**src/verilog/jms_pkg.sv**
```systemverilog
// Constants, field layouts and types for the jog motion sequencer
package jms_pkg;
	// Parameter addresses on the parameter port
	localparam logic [15:0] ADDR_MODE = 16'h1b06;
	localparam logic [15:0] ADDR_REQ  = 16'h1b12;
	localparam logic [15:0] ADDR_SLOW = 16'h2908;
	localparam logic [15:0] ADDR_FAST = 16'h290a;
	localparam logic [15:0] ADDR_STEP = 16'h290e;
	localparam logic [15:0] ADDR_WAIT = 16'h2910;
	// Reset values
	localparam logic [15:0] RST_MODE = 16'h0000;
	localparam logic [15:0] RST_REQ  = 16'h0000;
	localparam logic [15:0] RST_SLOW = 16'h003c;
	localparam logic [15:0] RST_FAST = 16'h00b4;
	localparam logic [31:0] RST_STEP = 32'h00000014;
	localparam logic [15:0] RST_WAIT = 16'h01f4;
	// Mode code for jog (-1)
	localparam logic [15:0] MODE_JOG = 16'hffff;
	// Request field width and status bit positions
	localparam int REQ_W      = 3;
	localparam int ST_TARGET  = 10;
	localparam int ST_MODEDEP = 12;
	localparam int ST_ERR     = 13;
	localparam int ST_END     = 14;
	localparam int ST_REF     = 15;
	// Timing
	localparam int unsigned CLOCK_NS  = 10;
	localparam int unsigned MS_NS     = 1000000;
	localparam int unsigned MS_CYCLES = MS_NS / CLOCK_NS;
	// Request field: bit0 cw, bit1 ccw, bit2 fast
	typedef struct packed {
		logic fast;
		logic ccw;
		logic cw;
	} jms_req_s;
	typedef enum logic [1:0] {
		JMS_IDLE,
		JMS_INCH,
		JMS_CONT,
		JMS_STOP
	} jms_state_e;
endpackage

```
**src/verilog/jms_jog_sequencer.sv**
```systemverilog
// Jog sequencer: inching step, wait, continuous motion, status bits
//
// Contract
// - Simultaneous clockwise and counterclockwise requests command no movement.
// - A new request first commands one relative inching step in its direction.
// - Request still held after the wait time switches to continuous motion.
// - Zero step length starts continuous motion at once, wait time ignored.
// - Request field: bit0 clockwise, bit1 counterclockwise, bit2 fast select.
// - Slow 60 and fast 180 rpm defaults, clamped to maximum ramp speed.
// - Wait time in ms, default 500, used only for non-zero step.
// - Axis position at jog start is the origin of the inching move.
// - Status bit 10, target reached, always reads zero during jog.
// - Status bit 12 is reserved in jog and carries no meaning.
// - Status bits: 13 error, 14 completed at standstill, 15 reference valid.
// - Jog ends at standstill after release, halt or error.
// - Writing jog to the mode parameter starts the mode on that write.
// - Parameter writes take effect at once, also while running.
module jms_jog_sequencer #(
	parameter int unsigned MS_CYCLES = jms_pkg::MS_CYCLES
) (
	input  wire logic        clock_i,
	input  wire logic        rst_b_i,
	input  wire logic        par_wr_i,
	input  wire logic        par_rd_i,
	input  wire logic [15:0] par_addr_i,
	input  wire logic [31:0] par_wdata_i,
	output logic      [31:0] par_rdata_o,
	output logic             par_ack_o,
	output logic             par_err_o,
	input  wire logic        local_mode_i,
	input  wire logic        pin_cw_i,
	input  wire logic        pin_ccw_i,
	input  wire logic        pin_fast_i,
	input  wire logic [31:0] axis_pos_i,
	input  wire logic [15:0] max_ramp_speed_i,
	input  wire logic        standstill_i,
	input  wire logic        halt_i,
	input  wire logic        fault_i,
	input  wire logic        ref_valid_i,
	output logic             move_start_o,
	output logic      [31:0] move_target_o,
	output logic             cont_run_o,
	output logic             cont_ccw_o,
	output logic      [15:0] speed_ref_o,
	output logic             jog_active_o,
	output logic      [15:0] drive_status_word_o
);
	// Limit applied after speed select, so a lowered ramp limit bites mid-run
	function automatic logic [15:0] clamp_speed(input logic [15:0] v, input logic [15:0] lim);
		clamp_speed = (v > lim) ? lim : v;
	endfunction

	// Address and mode matches share one compare
	function automatic logic hit(input logic [15:0] a, input logic [15:0] b);
		hit = (a == b);
	endfunction

	// Parameter registers
	logic [15:0] mode_select;
	logic [15:0] jog_request_bits;
	logic [15:0] slow_jog_speed;
	logic [15:0] fast_jog_speed;
	logic [31:0] inch_step_length;
	logic [15:0] continuous_wait_time;

	// Pin synchronisers, first stage feeds only the second
	logic [3:0] pin_meta;
	logic [3:0] pin_sync;

	// Sequencer state and the direction frozen at the start of a run
	jms_pkg::jms_state_e state;
	jms_pkg::jms_state_e next_state;
	logic                ccw_latched;
	logic                req_prev;
	logic                err_flag;
	logic                end_flag;
	logic [31:0]         prescale;
	logic [15:0]         ms_count;

	wire wr_mode = par_wr_i && hit(par_addr_i, jms_pkg::ADDR_MODE);
	wire wr_req  = par_wr_i && hit(par_addr_i, jms_pkg::ADDR_REQ);
	wire wr_slow = par_wr_i && hit(par_addr_i, jms_pkg::ADDR_SLOW);
	wire wr_fast = par_wr_i && hit(par_addr_i, jms_pkg::ADDR_FAST);
	wire wr_step = par_wr_i && hit(par_addr_i, jms_pkg::ADDR_STEP);
	wire wr_wait = par_wr_i && hit(par_addr_i, jms_pkg::ADDR_WAIT);

	wire mapped = hit(par_addr_i, jms_pkg::ADDR_MODE) || hit(par_addr_i, jms_pkg::ADDR_REQ)
		|| hit(par_addr_i, jms_pkg::ADDR_SLOW) || hit(par_addr_i, jms_pkg::ADDR_FAST)
		|| hit(par_addr_i, jms_pkg::ADDR_STEP) || hit(par_addr_i, jms_pkg::ADDR_WAIT);

	// Unmapped reads return zero and raise the error flag with the acknowledge
	logic [31:0] rd_mux;
	always_comb begin
		rd_mux = 32'h00000000;
		case (par_addr_i)
			jms_pkg::ADDR_MODE: rd_mux = {16'h0000, mode_select};
			jms_pkg::ADDR_REQ:  rd_mux = {16'h0000, jog_request_bits};
			jms_pkg::ADDR_SLOW: rd_mux = {16'h0000, slow_jog_speed};
			jms_pkg::ADDR_FAST: rd_mux = {16'h0000, fast_jog_speed};
			jms_pkg::ADDR_STEP: rd_mux = inch_step_length;
			jms_pkg::ADDR_WAIT: rd_mux = {16'h0000, continuous_wait_time};
			default:            rd_mux = 32'h00000000;
		endcase
	end

	// Request source: synchronised pins in local mode, else the parameter
	jms_pkg::jms_req_s req;
	assign req = pin_sync[3] ? jms_pkg::jms_req_s'(pin_sync[2:0])
		: jms_pkg::jms_req_s'(jog_request_bits[jms_pkg::REQ_W-1:0]);

	wire mode_jog  = pin_sync[3] || hit(mode_select, jms_pkg::MODE_JOG);
	wire req_valid = mode_jog && (req.cw ^ req.ccw);
	wire dir_held  = req_valid && (req.ccw == ccw_latched);
	// Any loss of the latched direction also ends the run
	wire abort     = halt_i || fault_i || !dir_held;
	wire mode_kick = wr_mode && hit(par_wdata_i[15:0], jms_pkg::MODE_JOG);
	// Fresh request edge or a jog mode write needed, so a request merely held through a halt cannot restart
	wire start     = req_valid && !halt_i && !fault_i && (!req_prev || mode_kick);
	wire step_zero = (inch_step_length == 32'h00000000);
	// Live compare so a wait-time write acts on a running inch
	wire wait_done = (ms_count >= continuous_wait_time);
	wire ms_tick   = (prescale == MS_CYCLES - 32'd1);

	always_comb begin
		next_state = state;
		case (state)
			jms_pkg::JMS_IDLE: begin
				if (start) begin
					next_state = step_zero ? jms_pkg::JMS_CONT : jms_pkg::JMS_INCH;
				end
			end
			jms_pkg::JMS_INCH: begin
				if (abort) begin
					next_state = jms_pkg::JMS_STOP;
				end else if (wait_done) begin
					next_state = jms_pkg::JMS_CONT;
				end
			end
			jms_pkg::JMS_CONT: begin
				if (abort) begin
					next_state = jms_pkg::JMS_STOP;
				end
			end
			jms_pkg::JMS_STOP: begin
				if (standstill_i) begin
					next_state = jms_pkg::JMS_IDLE;
				end
			end
			default: next_state = jms_pkg::JMS_IDLE;
		endcase
	end

	// Strobes derived from the next state, so outputs line up with the state
	wire       begin_inch = (state == jms_pkg::JMS_IDLE) && (next_state == jms_pkg::JMS_INCH);
	wire       running    = (next_state == jms_pkg::JMS_INCH) || (next_state == jms_pkg::JMS_CONT);
	wire       finishing  = (state == jms_pkg::JMS_STOP) && standstill_i;
	wire [31:0] next_target = req.ccw ? axis_pos_i - inch_step_length
		: axis_pos_i + inch_step_length;
	// Fast bit read live, so a change retargets the ramp mid-run
	wire [15:0] next_speed = running ? clamp_speed(req.fast ? fast_jog_speed : slow_jog_speed,
		max_ramp_speed_i) : 16'h0000;

	// Bits 10 and 12 stay low in jog; the error bit also shows a live fault
	logic [15:0] next_status;
	always_comb begin
		next_status = 16'h0000;
		next_status[jms_pkg::ST_TARGET]  = 1'b0;
		next_status[jms_pkg::ST_MODEDEP] = 1'b0;
		next_status[jms_pkg::ST_ERR]     = err_flag || fault_i;
		next_status[jms_pkg::ST_END]     = end_flag || finishing;
		next_status[jms_pkg::ST_REF]     = ref_valid_i;
	end

	always_ff @(posedge clock_i or negedge rst_b_i) begin
		if (!rst_b_i) begin
			pin_meta <= 4'h0;
			pin_sync <= 4'h0;
		end else begin
			pin_meta <= {local_mode_i, pin_fast_i, pin_ccw_i, pin_cw_i};
			pin_sync <= pin_meta;
		end
	end

	// Mode and request writes; a jog mode write also starts the mode
	always_ff @(posedge clock_i or negedge rst_b_i) begin
		if (!rst_b_i) begin
			mode_select      <= jms_pkg::RST_MODE;
			jog_request_bits <= jms_pkg::RST_REQ;
		end else begin
			if (wr_mode) mode_select <= par_wdata_i[15:0];
			if (wr_req)  jog_request_bits <= par_wdata_i[15:0];
		end
	end

	// Tuning writes land at once, whatever the sequencer state
	always_ff @(posedge clock_i or negedge rst_b_i) begin
		if (!rst_b_i) begin
			slow_jog_speed       <= jms_pkg::RST_SLOW;
			fast_jog_speed       <= jms_pkg::RST_FAST;
			inch_step_length     <= jms_pkg::RST_STEP;
			continuous_wait_time <= jms_pkg::RST_WAIT;
		end else begin
			if (wr_slow) slow_jog_speed <= par_wdata_i[15:0];
			if (wr_fast) fast_jog_speed <= par_wdata_i[15:0];
			if (wr_step) inch_step_length <= par_wdata_i;
			if (wr_wait) continuous_wait_time <= par_wdata_i[15:0];
		end
	end

	// Never busy: every strobe is answered on the next cycle
	always_ff @(posedge clock_i or negedge rst_b_i) begin
		if (!rst_b_i) begin
			par_rdata_o <= 32'h00000000;
			par_ack_o   <= 1'b0;
			par_err_o   <= 1'b0;
		end else begin
			par_rdata_o <= par_rd_i ? rd_mux : par_rdata_o;
			par_ack_o   <= par_rd_i || par_wr_i;
			par_err_o   <= (par_rd_i || par_wr_i) && !mapped;
		end
	end

	always_ff @(posedge clock_i or negedge rst_b_i) begin
		if (!rst_b_i) begin
			state       <= jms_pkg::JMS_IDLE;
			ccw_latched <= 1'b0;
			req_prev    <= 1'b0;
		end else begin
			state       <= next_state;
			ccw_latched <= start && (state == jms_pkg::JMS_IDLE) ? req.ccw : ccw_latched;
			req_prev    <= req_valid;
		end
	end

	// Millisecond base restarts with each inching step
	// Count saturates so a long wait cannot wrap back under the limit
	always_ff @(posedge clock_i or negedge rst_b_i) begin
		if (!rst_b_i) begin
			prescale <= 32'h00000000;
			ms_count <= 16'h0000;
		end else if (begin_inch) begin
			prescale <= 32'h00000000;
			ms_count <= 16'h0000;
		end else begin
			prescale <= ms_tick ? 32'h00000000 : prescale + 32'd1;
			ms_count <= (ms_tick && ms_count != 16'hffff) ? ms_count + 16'd1 : ms_count;
		end
	end

	// Error and end flags; a set in the clearing cycle wins
	always_ff @(posedge clock_i or negedge rst_b_i) begin
		if (!rst_b_i) begin
			err_flag <= 1'b0;
			end_flag <= 1'b0;
		end else begin
			err_flag <= fault_i || (err_flag && !mode_kick);
			end_flag <= finishing || (end_flag && !(start && state == jms_pkg::JMS_IDLE));
		end
	end

	// Target latched only on a new inch, so it stays readable afterwards
	always_ff @(posedge clock_i or negedge rst_b_i) begin
		if (!rst_b_i) begin
			move_start_o  <= 1'b0;
			move_target_o <= 32'h00000000;
		end else begin
			move_start_o  <= begin_inch;
			move_target_o <= begin_inch ? next_target : move_target_o;
		end
	end

	// Direction follows the request while idle, then stays frozen for the run
	always_ff @(posedge clock_i or negedge rst_b_i) begin
		if (!rst_b_i) begin
			cont_run_o <= 1'b0;
			cont_ccw_o <= 1'b0;
		end else begin
			cont_run_o <= (next_state == jms_pkg::JMS_CONT);
			cont_ccw_o <= (state == jms_pkg::JMS_IDLE) ? req.ccw : ccw_latched;
		end
	end

	// Speed drops to zero in STOP; the ramp outside brings the motor down
	always_ff @(posedge clock_i or negedge rst_b_i) begin
		if (!rst_b_i) begin
			speed_ref_o  <= 16'h0000;
			jog_active_o <= 1'b0;
		end else begin
			speed_ref_o  <= next_speed;
			jog_active_o <= (next_state != jms_pkg::JMS_IDLE);
		end
	end

	always_ff @(posedge clock_i or negedge rst_b_i) begin
		if (!rst_b_i) begin
			drive_status_word_o <= 16'h0000;
		end else begin
			drive_status_word_o <= next_status;
		end
	end
endmodule // jms_jog_sequencer

```
**config.mk**
```make
export PLATFORM = sky130hd
export DESIGN_NAME = jms_jog_sequencer
export DESIGN_NICKNAME = d
export VERILOG_FILES = /design/src/verilog/jms_pkg.sv /design/src/verilog/jms_jog_sequencer.sv
export SDC_FILE = /design/constraint.sdc
export NUM_CORES = 1
export LEC_CHECK = 0
export ABC_AREA = 0
export BUFFER_PORTS_ARGS = -buffer_cell sky130_fd_sc_hd__buf_2
export CAP_MARGIN = 20
export CORE_ASPECT_RATIO = 0.75
export CORE_MARGIN = 2
export CORE_UTILIZATION = 55
export CTS_BUF_LIST = sky130_fd_sc_hd__clkbuf_8
export DETAILED_ROUTE_END_ITERATION = 12
export PLACE_DENSITY = 0.81
export SLEW_MARGIN = 20
export SYNTH_ARGS = -nofsm -noshare
export SYNTH_HDL_FRONTEND = slang
export SYNTH_SLANG_ARGS = --single-unit
export TNS_END_PERCENT = 20
```
**constraint.sdc**
```tcl
create_clock -name clock_i -period 6.5 [get_ports clock_i]
set_input_delay 1.95 -clock clock_i [delete_from_list [all_inputs] [get_ports clock_i]]
set_output_delay 1.95 -clock clock_i [all_outputs]
set_load 0.1 [all_outputs]
```
==> flow_summary.json <==
{
  "htreeDepth": 2,
  "clock-sinks": 263,
  "diodes": 0,
  "met1Wirelength_um": 17700,
  "skew_ps": 61.0,
  "cts_tree": "yes",
  "mappedNetlistArea_mm2": 0.0144,
  "drive_gt1_share_pct": 27.2,
  "viasPerCell": 5.92,
  "setup_tns_ps": 0,
  "synth_edf_count": 0,
  "grt_usage_pct": 28.5,
  "ys_ff_latch": 263,
  "start_kind": "input port",
  "required_ps": 6960,
  "clockRootBuffer": "clkbuf_8",
  "dieArea_mm2": 0.0276,
  "ys_warn_count": 0,
  "row_count": 51,
  "synthArstFlopShare_pct": 100,
  "die_height_um": 144,
  "p_leak_nw": 8.20,
  "route.detailed.drc": 0,
  "syn_inst": 1412,
  "grt_pass1_vias": 11300,
  "p_per_area_mw_per_mm2": 305,
  "io_pins": 210,
  "start_util_pct": 55.7,
  "worstSetupPathType": "input port to register",
  "highest_layer": "met4",
  "maxCapViolations": 0,
  "worstPathArrival_ps": 5750,
  "cts-buffers-inserted": 42,
  "clockBufferDepth": 3,
  "synth_compound_area_share_pct": 11.7,
  "synth_top_family_by_area": "simple AND/OR/NAND/NOR gates",
  "first_pass_iters": 8,
  "syn2layout_area_growth_pct": 15.3,
  "detail-route-antenna-nets": 0,
  "worst-path-max-fanout": 32,
  "ir_drop_v": 0.000319,
  "dr.first_iter.drc_count": 1234,
  "outcome": "finished clean",
  "io_buffers": 196,
  "drt-total-wl_um": 39100,
  "finalMaxSlewViolations": 0,
  "syn_avg_cell_area_um2": 10.2,
  "synthXorXnorAreaFrac_pct": 5.82,
  "tightest_slew_ps": 1050,
  "muxShareOfSynthArea_pct": 12.6,
  "grt_pass1_wl_um": 61600,
  "hold_viol": 0,
  "synth_seq_area_share_pct": 45.7,
  "synth_simple_gate_area_share_pct": 14.0,
  "gp_congestion": 0.944,
  "final.min_clock_period_ps": 5290,
  "clk_latency_ps": 610,
  "holdWs_ps": 348,
  "hpwlAfterDp_um": 28200,
  "coreArea_mm2": 0.0259,
  "synth_ff_type": "dfrtp_1",
  "relSlewSlack_pct": 29.7,
  "grt_max_degree": 132,
  "endpoint_kind": "register",
  "grt_overflow_total": 0,
  "wl_met2_um": 16900,
  "finalCritPeriodShare_pct": 81.4,
  "wl_met3_um": 3380,
  "wire_per_inst_um": 19.7,
  "clk_pin_slew_ps": 60,
  "final_cell_mix": "dfrtp_1 (247), buf_2 (195), mux2_2 (130)",
  "ys_types": 75,
  "antenna_found_initial": 0,
  "final_common_cell": "dfrtp_1",
  "synthAdderAreaFrac_pct": 6.12,
  "setup_viol_count_final": 0,
  "fmax_mhz": 189,
  "rsz0062_at_grt": "no",
  "via_count": 11700,
  "cts_resized": 0,
  "die_w_um": 191,
  "cts_setup_buffers": 0,
  "nNetsFinal": 1782,
  "ctsHoldBuffers": 0,
  "hold_class": "register to register"
}
==> cells by family after synthesis <==
| family | count (synthesis) |
|---|---|
| simple gates | 415 |
| compound gates | 263 |
| flops | 263 |
| mux | 166 |
| buf+inv | 138 |
| xor+xnor | 96 |
| fa+ha+maj | 70 |
| other cells | 1 |
==> routing by layer <==
layer	global-route usage [%]	up-vias
met2	42.7	530
met4	8.95	0
met5	0	-
met3	6.07	83
li1	-	5389
met1	41.6	5725
==> sequential cells by signal, summed over array words and instances, names as in the netlist, 16 cells and up <==
name                  count
inch_step_length         32
slow_jog_speed           16
prescale                 32
fast_jog_speed           16
jog_request_bits         16
move_target_o            32
speed_ref_o              16
continuous_wait_time     16
mode_select              16
ms_count                 16
par_rdata_o              32
==> final cells by class <==
class                           instances  area [um2]
Tap cell                              344         430
Multi-Input combinational cell       1023        7330
Clock inverter                         24         215
Sequential cell                       263        6600
Timing Repair Buffer                  207        1090
Inverter                               67         251
Fill cell                            2049        9270
Clock buffer                           53         729
==> metrics by stage <==
step                util, %  total power [W]  instances  instance area [um2]  setup slack (ps)
floorplan                 -          0.00313       1424                14500               865
global placement       60.6          0.00347       1904                15700               842
detailed placement     60.6          0.00350       1904                15700               716
CTS                    64.2          0.00509       1981                16600              1280
global route           64.2          0.00528       1981                16600               813
finish                 64.2          0.00507       1981                16600              1210
==> power breakdown <==
part / switching, W / internal, W / total [W]
sequential: 0.000125 / 0.00179 / 0.00192
clock: 0.000721 / 0.000871 / 0.00159
combinational: 0.00124 / 0.000315 / 0.00156
total: 0.00209 / 0.00298 / 0.00507
==> critical path: stages <==
cell and delay (ps):
buf_2 100, nor4b_1 290, nand2_1 210, nor2_1 200, nor4b_2 300, nand3_1 270, a2111o_1 590, o21ai_0 300
ha_1 210, nand2_2 80, o31ai_4 70, buf_4 360, o41a_1 300, and2_1 200, nand3_1 100, xor2_1 160
nor2_1 60
==> synth_stat cells, drive strengths merged, types with 3 or more instances <==
cell type	n	area share (%)
dfrtp	247	43
mux2	130	10
nand2	127	3.3
nor2	123	3.3
o21ai	90	3.1
ha	69	6.0
inv	66	1.7
a21oi	51	1.8
xnor2	51	3.1
clkbuf	47	1.2
xor2	45	2.7
nand3	37	1.3
mux2i	36	2.5
a21o	28	1.5
buf	24	0.99
nand4	22	0.95
a31oi	20	0.87
nor3	17	0.62
a222oi	16	1.1
dfstp	16	2.9
and3	14	0.61
nor4	14	0.71
or3	10	0.51
o31ai	9	0.50
a211oi	8	0.42
nand2b	8	0.35
o21a	8	0.42
and2	7	0.30
and4	6	0.36
nor2b	6	0.31
or4	6	0.38
o211ai	5	0.26
o21bai	5	0.26
or2	4	0.17
a41oi	3	0.18
nor3b	3	0.19
nor4b	3	0.23
o311ai	3	0.18
o41ai	3	0.23
==> worst paths after layout <==
path / slack [ps] / endpoint / cells after the start / startpoint
max: 1210 / ms_count[5]$_DFFE_PN0P_ / 17 / par_addr_i[5]
min: 350 / pin_sync[3]$_DFF_PN0_ / 0 / pin_meta[3]$_DFF_PN0_
max reg2reg: 1410 / move_target_o[30]$_DFFE_PN0P_ / 13 / inch_step_length[10]$_DFFE_PN0P_
min reg2reg: 350 / pin_sync[3]$_DFF_PN0_ / 0 / pin_meta[3]$_DFF_PN0_
max in group asynchronous: 4000 / continuous_wait_time[1]$_DFFE_PN0P_ / 2 / rst_b_i
min in group asynchronous: 1360 / move_target_o[17]$_DFFE_PN0P_ / 1 / rst_b_i
No activity file was read; power rests on OpenSTA's default activity.
